File: src/flow_pkg.sv
// package: flag register layout, reset values, page and stack constants
package flow_pkg;
  localparam logic [7:0] FLAGS_ADDR = 8'h03;
  localparam logic [7:0] PCL_ADDR = 8'h02;
  localparam int SPARE_BIT = 7;
  localparam int PAGE_HI_BIT = 6;
  localparam int PAGE_LO_BIT = 5;
  localparam int TIMEOUT_BIT = 4;
  localparam int POWERDOWN_BIT = 3;
  localparam int ZERO_BIT = 2;
  localparam int DIGIT_CARRY_BIT = 1;
  localparam int CARRY_BIT = 0;
  localparam int PC_WIDTH = 11;
  localparam int PAGE_WORD_BITS = 9;
  localparam logic [7:0] FLAGS_RESET = 8'h18;
  localparam logic [PC_WIDTH-1:0] RESET_VECTOR = 11'h7FF;

  typedef enum logic [2:0] {
    ALU_NONE = 3'h0,
    ALU_ADD = 3'h1,
    ALU_SUB = 3'h2,
    ALU_LOGIC = 3'h3,
    ALU_ROT_RIGHT = 3'h4,
    ALU_ROT_LEFT = 3'h5
  } alu_op_t;

  typedef enum logic [2:0] {
    FLOW_STEP = 3'h0,
    FLOW_JUMP = 3'h1,
    FLOW_CALL = 3'h2,
    FLOW_RETURN = 3'h3,
    FLOW_PCL_WRITE = 3'h4
  } flow_op_t;

  typedef struct packed {
    logic write;
    logic [7:0] addr;
    logic [7:0] data;
    logic clear_file;
  } file_write_t;

  typedef struct packed {
    logic clear_watchdog;
    logic sleep;
    logic watchdog_timeout;
  } power_event_t;
endpackage : flow_pkg

File: src/status_paging_stack.sv
// module: flag register, program page selection and return stack control
// Operation
// - flag register writable like any file register
// - flag-affecting instruction overrides written zero/dc/carry
// - timeout and powerdown flags not writable
// - clear-file zeroes upper bits, sets zero
// - page field selects one of four pages
// - timeout set by powerup/clear_watchdog_instr/sleep, cleared by timeout
// - increment crosses pages without touching page field
// - jump/call/pcl write take page field bits
// - reset loads program counter with reset vector
// - reset clears page field
// - two-level return stack, full pc width
// - call shifts level1 down, pushes pc plus one
// - return loads pc from level1, level2 moves up
// - repeated returns keep level2 address
// - return loads working register with literal
`timescale 1ns/100ps
module status_paging_stack #(
  parameter int PC_WIDTH = flow_pkg::PC_WIDTH
) (
  input wire logic sys_clk_in,
  input wire logic rst_in,
  input wire logic power_up_in,
  input wire flow_pkg::file_write_t file_in,
  input wire flow_pkg::alu_op_t alu_op_in,
  input wire logic [7:0] alu_a_in,
  input wire logic [7:0] alu_b_in,
  input wire flow_pkg::flow_op_t flow_op_in,
  input wire logic [8:0] target_in,
  input wire logic [7:0] literal_in,
  input wire flow_pkg::power_event_t power_in,
  input wire logic rd_in,
  input wire logic [7:0] rd_addr_in,
  output logic [7:0] rd_data_out,
  output logic [7:0] flags_out,
  output logic [7:0] alu_result_out,
  output logic [PC_WIDTH-1:0] pc_out,
  output logic [7:0] working_out
);
  // ==========================================================
  // state
  typedef struct packed {
    logic [7:0] flags;
    logic [PC_WIDTH-1:0] pc;
    logic [7:0] working;
    logic [7:0] rd_data;
    logic [7:0] alu_result;
  } core_state_t;
  core_state_t state;
  core_state_t next_state;
  logic [7:0] result;
  logic zero;
  logic digit_carry;
  logic carry;
  logic [PC_WIDTH-1:0] stack_top;
  logic [PC_WIDTH-1:0] page_target;
  logic push;
  logic pop;

  // ==========================================================
  // alu and stack
  alu_flags u_alu (
    .op_in(alu_op_in),
    .a_in(alu_a_in),
    .b_in(alu_b_in),
    .carry_in(state.flags[flow_pkg::CARRY_BIT]),
    .result_out(result),
    .zero_out(zero),
    .digit_carry_out(digit_carry),
    .carry_out(carry)
  );

  assign push = (flow_op_in == flow_pkg::FLOW_CALL);
  assign pop = (flow_op_in == flow_pkg::FLOW_RETURN);

  return_stack #(
    .WIDTH(PC_WIDTH)
  ) u_stack (
    .sys_clk_in(sys_clk_in),
    .rst_in(rst_in),
    .push_in(push),
    .pop_in(pop),
    .push_addr_in(PC_WIDTH'(state.pc + 1'b1)),
    .top_out(stack_top)
  );

  // page base from page field plus low target bits
  assign page_target = PC_WIDTH'({state.flags[flow_pkg::PAGE_HI_BIT:flow_pkg::PAGE_LO_BIT], target_in});

  // ==========================================================
  // next state
  always_comb begin
    logic alu_sets;
    alu_sets = (alu_op_in != flow_pkg::ALU_NONE);
    next_state = state;
    next_state.alu_result = result;
    next_state.rd_data = (rd_in && rd_addr_in == flow_pkg::FLAGS_ADDR) ? state.flags : 8'h00;
    if (file_in.write && file_in.addr == flow_pkg::FLAGS_ADDR) begin
      if (file_in.clear_file) begin
        next_state.flags[7:5] = 3'h0;
      end else begin
        next_state.flags[7:5] = file_in.data[7:5];
        if (!alu_sets) begin
          next_state.flags[2:0] = file_in.data[2:0];
        end
      end
      // timeout and powerdown bits keep their value
    end
    if (file_in.write && file_in.clear_file) begin
      next_state.flags[flow_pkg::ZERO_BIT] = 1'b1;
    end
    if (alu_sets) begin
      next_state.flags[flow_pkg::ZERO_BIT] = zero;
      if (alu_op_in == flow_pkg::ALU_ADD || alu_op_in == flow_pkg::ALU_SUB) begin
        next_state.flags[flow_pkg::DIGIT_CARRY_BIT] = digit_carry;
      end
      if (alu_op_in != flow_pkg::ALU_LOGIC) begin
        next_state.flags[flow_pkg::CARRY_BIT] = carry;
      end
    end
    if (power_up_in) begin
      next_state.flags[flow_pkg::TIMEOUT_BIT] = 1'b1;
      next_state.flags[flow_pkg::POWERDOWN_BIT] = 1'b1;
    end else if (power_in.watchdog_timeout) begin
      next_state.flags[flow_pkg::TIMEOUT_BIT] = 1'b0;
    end else if (power_in.clear_watchdog) begin
      next_state.flags[flow_pkg::TIMEOUT_BIT] = 1'b1;
      next_state.flags[flow_pkg::POWERDOWN_BIT] = 1'b1;
    end else if (power_in.sleep) begin
      next_state.flags[flow_pkg::TIMEOUT_BIT] = 1'b1;
      next_state.flags[flow_pkg::POWERDOWN_BIT] = 1'b0;
    end
    unique case (flow_op_in)
      flow_pkg::FLOW_JUMP, flow_pkg::FLOW_CALL: begin
        next_state.pc = page_target;
      end
      flow_pkg::FLOW_PCL_WRITE: begin
        next_state.pc = PC_WIDTH'({state.flags[flow_pkg::PAGE_HI_BIT:flow_pkg::PAGE_LO_BIT], 1'b0,
          file_in.data});
      end
      flow_pkg::FLOW_RETURN: begin
        next_state.pc = stack_top;
        next_state.working = literal_in;
      end
      default: begin
        next_state.pc = PC_WIDTH'(state.pc + 1'b1);
      end
    endcase
  end

  // ==========================================================
  // registers
  always_ff @(posedge sys_clk_in) begin
    if (rst_in) begin
      state.pc <= flow_pkg::RESET_VECTOR;
      state.flags <= flow_pkg::FLAGS_RESET;
      state.working <= 8'h00;
      state.rd_data <= 8'h00;
      state.alu_result <= 8'h00;
    end else begin
      state <= next_state;
    end
  end

  assign rd_data_out = state.rd_data;
  assign flags_out = state.flags;
  assign alu_result_out = state.alu_result;
  assign pc_out = state.pc;
  assign working_out = state.working;
endmodule : status_paging_stack

File: src/alu_flags.sv
// module: result and zero, digit-carry, carry of one alu operation
`timescale 1ns/100ps
module alu_flags (
  input wire flow_pkg::alu_op_t op_in,
  input wire logic [7:0] a_in,
  input wire logic [7:0] b_in,
  input wire logic carry_in,
  output logic [7:0] result_out,
  output logic zero_out,
  output logic digit_carry_out,
  output logic carry_out
);
  logic [8:0] sum;
  logic [4:0] nib;
  always_comb begin
    sum = 9'h000;
    nib = 5'h00;
    result_out = a_in;
    digit_carry_out = 1'b0;
    carry_out = carry_in;
    unique case (op_in)
      flow_pkg::ALU_ADD: begin
        sum = {1'b0, a_in} + {1'b0, b_in};
        nib = {1'b0, a_in[3:0]} + {1'b0, b_in[3:0]};
        result_out = sum[7:0];
        digit_carry_out = nib[4];
        carry_out = sum[8];
      end
      flow_pkg::ALU_SUB: begin
        // a minus b as a plus not b plus one, carry set means no borrow
        sum = {1'b0, a_in} + {1'b0, ~b_in} + 9'h001;
        nib = {1'b0, a_in[3:0]} + {1'b0, ~b_in[3:0]} + 5'h01;
        result_out = sum[7:0];
        digit_carry_out = nib[4];
        carry_out = sum[8];
      end
      flow_pkg::ALU_ROT_RIGHT: begin
        result_out = {carry_in, a_in[7:1]};
        carry_out = a_in[0];
      end
      flow_pkg::ALU_ROT_LEFT: begin
        result_out = {a_in[6:0], carry_in};
        carry_out = a_in[7];
      end
      default: begin
        result_out = a_in;
      end
    endcase
    zero_out = (result_out == 8'h00);
  end
endmodule : alu_flags

File: src/return_stack.sv
// module: two-level return address stack
`timescale 1ns/100ps
module return_stack #(
  parameter int WIDTH = flow_pkg::PC_WIDTH
) (
  input wire logic sys_clk_in,
  input wire logic rst_in,
  input wire logic push_in,
  input wire logic pop_in,
  input wire logic [WIDTH-1:0] push_addr_in,
  output logic [WIDTH-1:0] top_out
);
  typedef struct packed {
    logic [WIDTH-1:0] level1;
    logic [WIDTH-1:0] level2;
  } stack_t;
  stack_t state;
  stack_t next_state;
  always_comb begin
    next_state = state;
    if (push_in) begin
      next_state.level2 = state.level1;
      next_state.level1 = push_addr_in;
    end else if (pop_in) begin
      next_state.level1 = state.level2;
    end
  end
  always_ff @(posedge sys_clk_in) begin
    if (rst_in) begin
      state <= '0;
    end else begin
      state <= next_state;
    end
  end
  assign top_out = state.level1;
endmodule : return_stack

File: config.mk
export PLATFORM = sky130hd
export DESIGN_NAME = status_paging_stack
export DESIGN_NICKNAME = d
export VERILOG_FILES = /design/src/flow_pkg.sv /design/src/status_paging_stack.sv /design/src/alu_flags.sv /design/src/return_stack.sv
export SDC_FILE = /design/constraint.sdc
export NUM_CORES = 1
export LEC_CHECK = 0
export ABC_AREA = 0
export ABC_CLOCK_PERIOD_IN_PS = 2200
export BUFFER_PORTS_ARGS = -buffer_cell sky130_fd_sc_hd__buf_2
export CAP_MARGIN = 30
export CORE_MARGIN = 3
export CORE_UTILIZATION = 52
export CTS_BUF_LIST = sky130_fd_sc_hd__clkbuf_16
export CTS_CLUSTER_DIAMETER = 200
export DETAILED_ROUTE_END_ITERATION = 6
export PLACE_DENSITY = 0.81
export SETUP_SLACK_MARGIN = 0.05
export SKIP_LAST_GASP = 1
export SLEW_MARGIN = 20
export SYNTH_ARGS = -nofsm -noshare
export SYNTH_HDL_FRONTEND = slang
export SYNTH_SLANG_ARGS = --single-unit
File: constraint.sdc
create_clock -name sys_clk_in -period 2.2 [get_ports sys_clk_in]
set_input_delay 0.11 -clock sys_clk_in [delete_from_list [all_inputs] [get_ports sys_clk_in]]
set_output_delay 0.11 -clock sys_clk_in [all_outputs]
set_load 0.005 [all_outputs]
; ---- After elaboration in Yosys (flattened, before gate mapping)
; Index checks and enable logic that the tools add are counted.
[op_classes]
add_sub_neg = 7
eq_ne = 13
mux = 17
bitwise = 4
n_reduce_logical = 15
[op_table]
columns = op, n
row1 = $pmux W11 S3, 1
row2 = $pmux W8 S4, 1
row3 = $mux W11, 2
row4 = $add A8 B8 Y9, 2
row5 = $eq A8 B2 Y1 const B, 2
row6 = $mux W3, 5
row7 = $add A11 B1 Y11 const B, 1
row8 = $add A4 B4 Y5, 2
row9 = $add A9 B1 Y9 const B, 1
row10 = $eq A3 B2 Y1 const B, 3
row11 = $eq A3 B3 Y1 const B, 3
row12 = $reduce_bool A3 Y1, 3
row13 = $logic_not A8 Y1, 1
row14 = $not A8 Y8, 1
row15 = $eq A3 B1 Y1 const B, 2
row16 = $ne A6 B4 Y1 const B, 1
row17 = $reduce_or A2 Y1, 3
row18 = $add A5 B1 Y5 const B, 1
row19 = $mux W1, 4
row20 = $mux W2, 2
row21 = $not A4 Y4, 1
row22 = $pmux W1 S4, 1
row23 = $reduce_and A2 Y1, 2
row24 = $reduce_bool A2 Y1, 2
row25 = other kinds (6), 9
[word_totals]
reg_bits = 65
in_bits = 72
out_inout_bits = 43
wordCells = 68

; ---- Logic depth before layout (Yosys ltp)
[depth]
ltp_word = 6
depth_mapped = 10
depth_no_buf = 10

; ---- Modules after synthesis
; A second synthesis with hierarchy kept.
[unflattened]
hier_cells = 489
hier_area_um2 = 4182.8
[by_module_without_submodules]
columns = mod, n_inst, cells_per_inst, area_per_inst_um2, seq_area_each_um2
row1 = status_paging_stack, 1, 211, 1900.6, 860.8
row2 = alu_flags, 1, 183, 1302.5, 0.0
row3 = return_stack, 1, 95, 979.7, 440.4

; ---- Worst setup path after synthesis
; Ideal clock, no wire load.
[synth_path]
kind = input -> register
start = input alu_b_in[4]
end = register state, in the netlist flags_out[2]
setup_time_ns = 0.059
arrival_time_ns = 1.934
t_required_ns = 2.141
slack_ns = 0.207
cell_stages = 10
path_cell_list = inv_1 -> ha_1 -> buf_2 -> inv_1 -> a21oi_1 -> o32ai_1 -> a211o_1 -> o32a_1 -> nor4_1 -> a31o_1
[synth_via]
elab_chain_len = 6
[synth_lines]
columns = element, line_no
row1 = "start, declared", status_paging_stack.sv:28  ; input wire logic [7:0] alu_b_in,
row2 = $not A8 Y8, alu_flags.sv:31  ; sum = {1'b0, a_in} + {1'b0, ~b_in} + 9'h001;
row3 = $add A8 B8 Y9, alu_flags.sv:31
row4 = $add A9 B1 Y9, alu_flags.sv:31
row5 = $pmux W8 S4 *, alu_flags.sv:21  ; unique case (op_in)
row6 = $logic_not A8 Y1 *, alu_flags.sv:49  ; zero_out = (result_out == 8'h00);
row7 = $mux W3 *, status_paging_stack.sv:113  ; if (alu_sets) begin
row8 = "end signal, assigned", status_paging_stack.sv:162  ; state <= next_state;
row9 = "end, declared", status_paging_stack.sv:50  ; core_state_t state;
; Mark *: on every way between the ends. The rest lies on a longest branch, timed or not.
; A chain may end at the register's enable or synchronous reset.

; ---- Final worst setup path
[layout_path]
start = input alu_b_in[1]
end = register state, in the netlist flags_out[2]
; Same word-level chain as after synthesis.

==> results.json <==
{
  "postRouteAntennaNets": 0,
  "critPathKind": "input pin to flop",
  "crit_fanout": 3,
  "yosys_warnings": 0,
  "avgRoutedWirePerCell_um": 15.8,
  "ys_seq_elements": 65,
  "nets": 719,
  "yosysSeqAreaShare_pct": 34.5,
  "clkLatencyLatePin_ps": 330,
  "cts_tree": "done",
  "r2r_cells": 6,
  "whs_path_depth": 3,
  "multi_input_area_mm2": 0.00229,
  "place_ws_ps": -133,
  "finalCritPeriodShare_pct": 89.5,
  "cpPeakStageDelay_ps": 420,
  "synth_cell_types": 58,
  "initial_core_util_pct": 54.6,
  "drtIter0Drc": 316,
  "via_per_inst": 5.75,
  "nFillCells": 594,
  "synth_flop_cell": "dfxtp_1",
  "die_area_mm2": 0.00831,
  "yosys.cell_count.top_type": "nand2_1",
  "ys_top_cells_by_area": "dfxtp_1 35%, nand2_1 9.1%, a21oi_1 7.3%",
  "regArea_mm2": 0.00130,
  "max_cap_viol_count": 0,
  "status": "completed",
  "grt_overflow": 0,
  "cp-start-kind": "input pin",
  "max_freq_mhz": 508,
  "area_growth_pct": 30.8,
  "cts_buffer_depth": 2,
  "met1_length_um": 5040,
  "p_per_area_mw_per_mm2": 691,
  "hold_viol": 0,
  "whs_endpoint": "pc_out[7]",
  "chipHeight_um": 91.2,
  "period_needed_ps": 1970,
  "avgSynthCellArea_um2": 7.63,
  "numPortBuffers": 114,
  "crit_required_ps": 2470,
  "dr_wl_met2_um": 5160,
  "wl_met3_um": 1120,
  "drt-pass1-iter-count": 5,
  "routed.top_layer": "met4",
  "slew_headroom_pct": 58.8,
  "fp-row-count": 30,
  "finalSetupTns_ps": 0,
  "irDropWorstVdd_v": 0.000456,
  "cts_htree_levels": 3,
  "gp_congestion": 0.898,
  "routed_wl_um": 11500,
  "synthCells": 494,
  "reg2reg_from": "pc_out[2]",
  "cts_sinks": 65,
  "setup_viol": 0,
  "insertedDiodeCount": 0,
  "root_buffer": "clkbuf_16",
  "core-area_mm2": 0.00691,
  "worstPathCellList": "buf_2, inv_1, buf_4, fa_1, xor2_1, a2111oi_0, a211o_1, o2111ai_1, nor4_2, a31o_1",
  "yosysTopAreaCell": "dfxtp_1",
  "cp.arrival_ps": 2240,
  "rr_endpoint": "pc_out[8]",
  "vias": 4194,
  "hp-class": "input pin to flop",
  "worst_slew_pin_slew_ps": 615,
  "synthTopCellsByCount": "91 x nand2_1, 65 x dfxtp_1, 55 x a21oi_1, 35 x nor2_1, 29 x o21ai_0",
  "slowest_stage": "fa_1",
  "fin_skew_ps": 10.8,
  "dieWidth_um": 91.2,
  "slew_violations": 0,
  "synth_fp_nets": 585,
  "rsz0062_at_grt": "false",
  "setup_slack_ps": 231,
  "p_leak_uw": 0.00214,
  "cts_made_buffers": 9,
  "syn-cell-area_mm2": 0.00377,
  "grt_pass1_wl_um": 18800,
  "place.detailed.hpwl_um": 8830,
  "end_kind": "flop",
  "synth_top_area_share_pct": 34.5,
  "grt_max_degree": 42,
  "drive_gt1_share_pct": 26.5,
  "synth_edf_count": 0,
  "grt_pass1_vias": 3979,
  "num_io_pins": 115,
  "antenna_found_initial": 0,
  "min_from": "target_in[7]",
  "async_flop_share_pct": 0,
  "r2r_slack_ps": 480,
  "grt_usage_pct": 27.7,
  "clk_pin_slew_ps": 50,
  "drc": 0
}
==> stage by stage <==
step / power, uW / hold slack (ps) / cell area, um^2 / std cells / util (%)
final: 3410 / 10.4 / 4930 / 729 / 71.4
after CTS: 3410 / 2.61 / 4930 / 729 / 71.3
after detailed placement: 2020 / 320 / 4590 / 709 / 66.5
after floorplan: 1720 / 220 / 3770 / 494 / -
after global routing: 3560 / 12.3 / 4930 / 729 / 71.4
after global placement: 2000 / 319 / 4590 / 709 / 66.5
==> report_power, final <==
| part | internal (uW) | switching, uW | total [uW] |
|---|---|---|---|
| clock | 873 | 519 | 1390 |
| combinational | 319 | 397 | 716 |
| sequential | 1240 | 57.0 | 1300 |
==> layer usage <==
layer  up-vias  GRT usage, %
li1       2016             -
met1      1931          35.6
met2       229          44.5
met3        18          7.62
met4         0          10.2
met5         -             0
==> critical path, delay by kind of cell <==
family                     cells  cell delay, ps
AOI/OAI and AO/OA              4             930
xor gates and xnor gates       1             170
adders and majority gates      1             420
buffers and inverters          3             280
and+or+nand+nor                1             320
==> kinds of logic (layout without fill, tap and decap cells) <==
group	count (synthesis)	in the layout	synth area share, %
muxes	5	5	1.33
buffers and inverters	47	186	4.88
AOI/OAI and AO/OA	144	144	24.2
xor gates and xnor gates	14	14	3.25
and+or+nand+nor	199	199	24.9
DFF	65	65	34.5
adders and majority gates	20	20	6.97
==> repair_timing <==
| item | in CTS | in global routing |
|---|---|---|
| hold buffers | 4 | 0 |
| buffers inserted | 0 | 0 |
| endpoints found under the setup margin | 0 | 1 |
| resized for setup | 0 | 2 |
| endpoints found under the hold margin | 4 | 0 |
==> cell type report <==
type                    count  area share [%]
repair buffers            150            17.2
multi-input cells         382            46.5
flip-flops and latches     65            26.4
clock buffers               9            4.57
clock inverters             7            1.39
well taps                  96            2.43
inverters                  20            1.52
==> placed cells by master, fill, tap and decap left out, drive strengths merged, types with 3 or more instances in the layout <==
master	Yosys	layout
nand2	92	92
a211o	3	3
nor2	35	35
o211ai	5	5
o22ai	7	7
a221oi	3	3
dlygate4sd3	0	4
o21bai	6	6
a31oi	3	3
ha	17	17
or3	4	4
inv	20	21
o22a	3	3
a21oi	55	55
xor2	10	10
dfxtp	65	65
clkinv	0	4
o21ai	29	29
nand3b	5	5
clkbuf	20	9
nor3	6	6
xnor2	4	4
mux2i	5	5
o32ai	3	3
a221o	6	6
nand2b	8	8
nand3	8	8
and2	15	15
nor4	7	7
nor2b	8	8
buf	7	146
nand4	4	4
==> flip-flops by register name, indices dropped and copies added (netlist names) <==
register and cells:
working_out 8, u_stack.state 11, alu_result_out 8, flags_out 8, u_stack.top_out 11, rd_data_out 8
pc_out 11
==> how the worst max path moves through the flow <==
stage | start | endpoint | slack, ps | cells after the start
final | alu_b_in[1] | flags_out[2] | 230 | 10
after global routing | alu_a_in[0] | flags_out[2] | 110 | 10
after CTS | alu_b_in[1] | flags_out[2] | 180 | 9
after detailed placement | alu_b_in[1] | flags_out[2] | -130 | 9
after global placement | alu_a_in[0] | flags_out[2] | -60 | 10
after floorplan | alu_b_in[4] | flags_out[2] | 210 | 10
No activity file was read; power rests on OpenSTA's default activity.
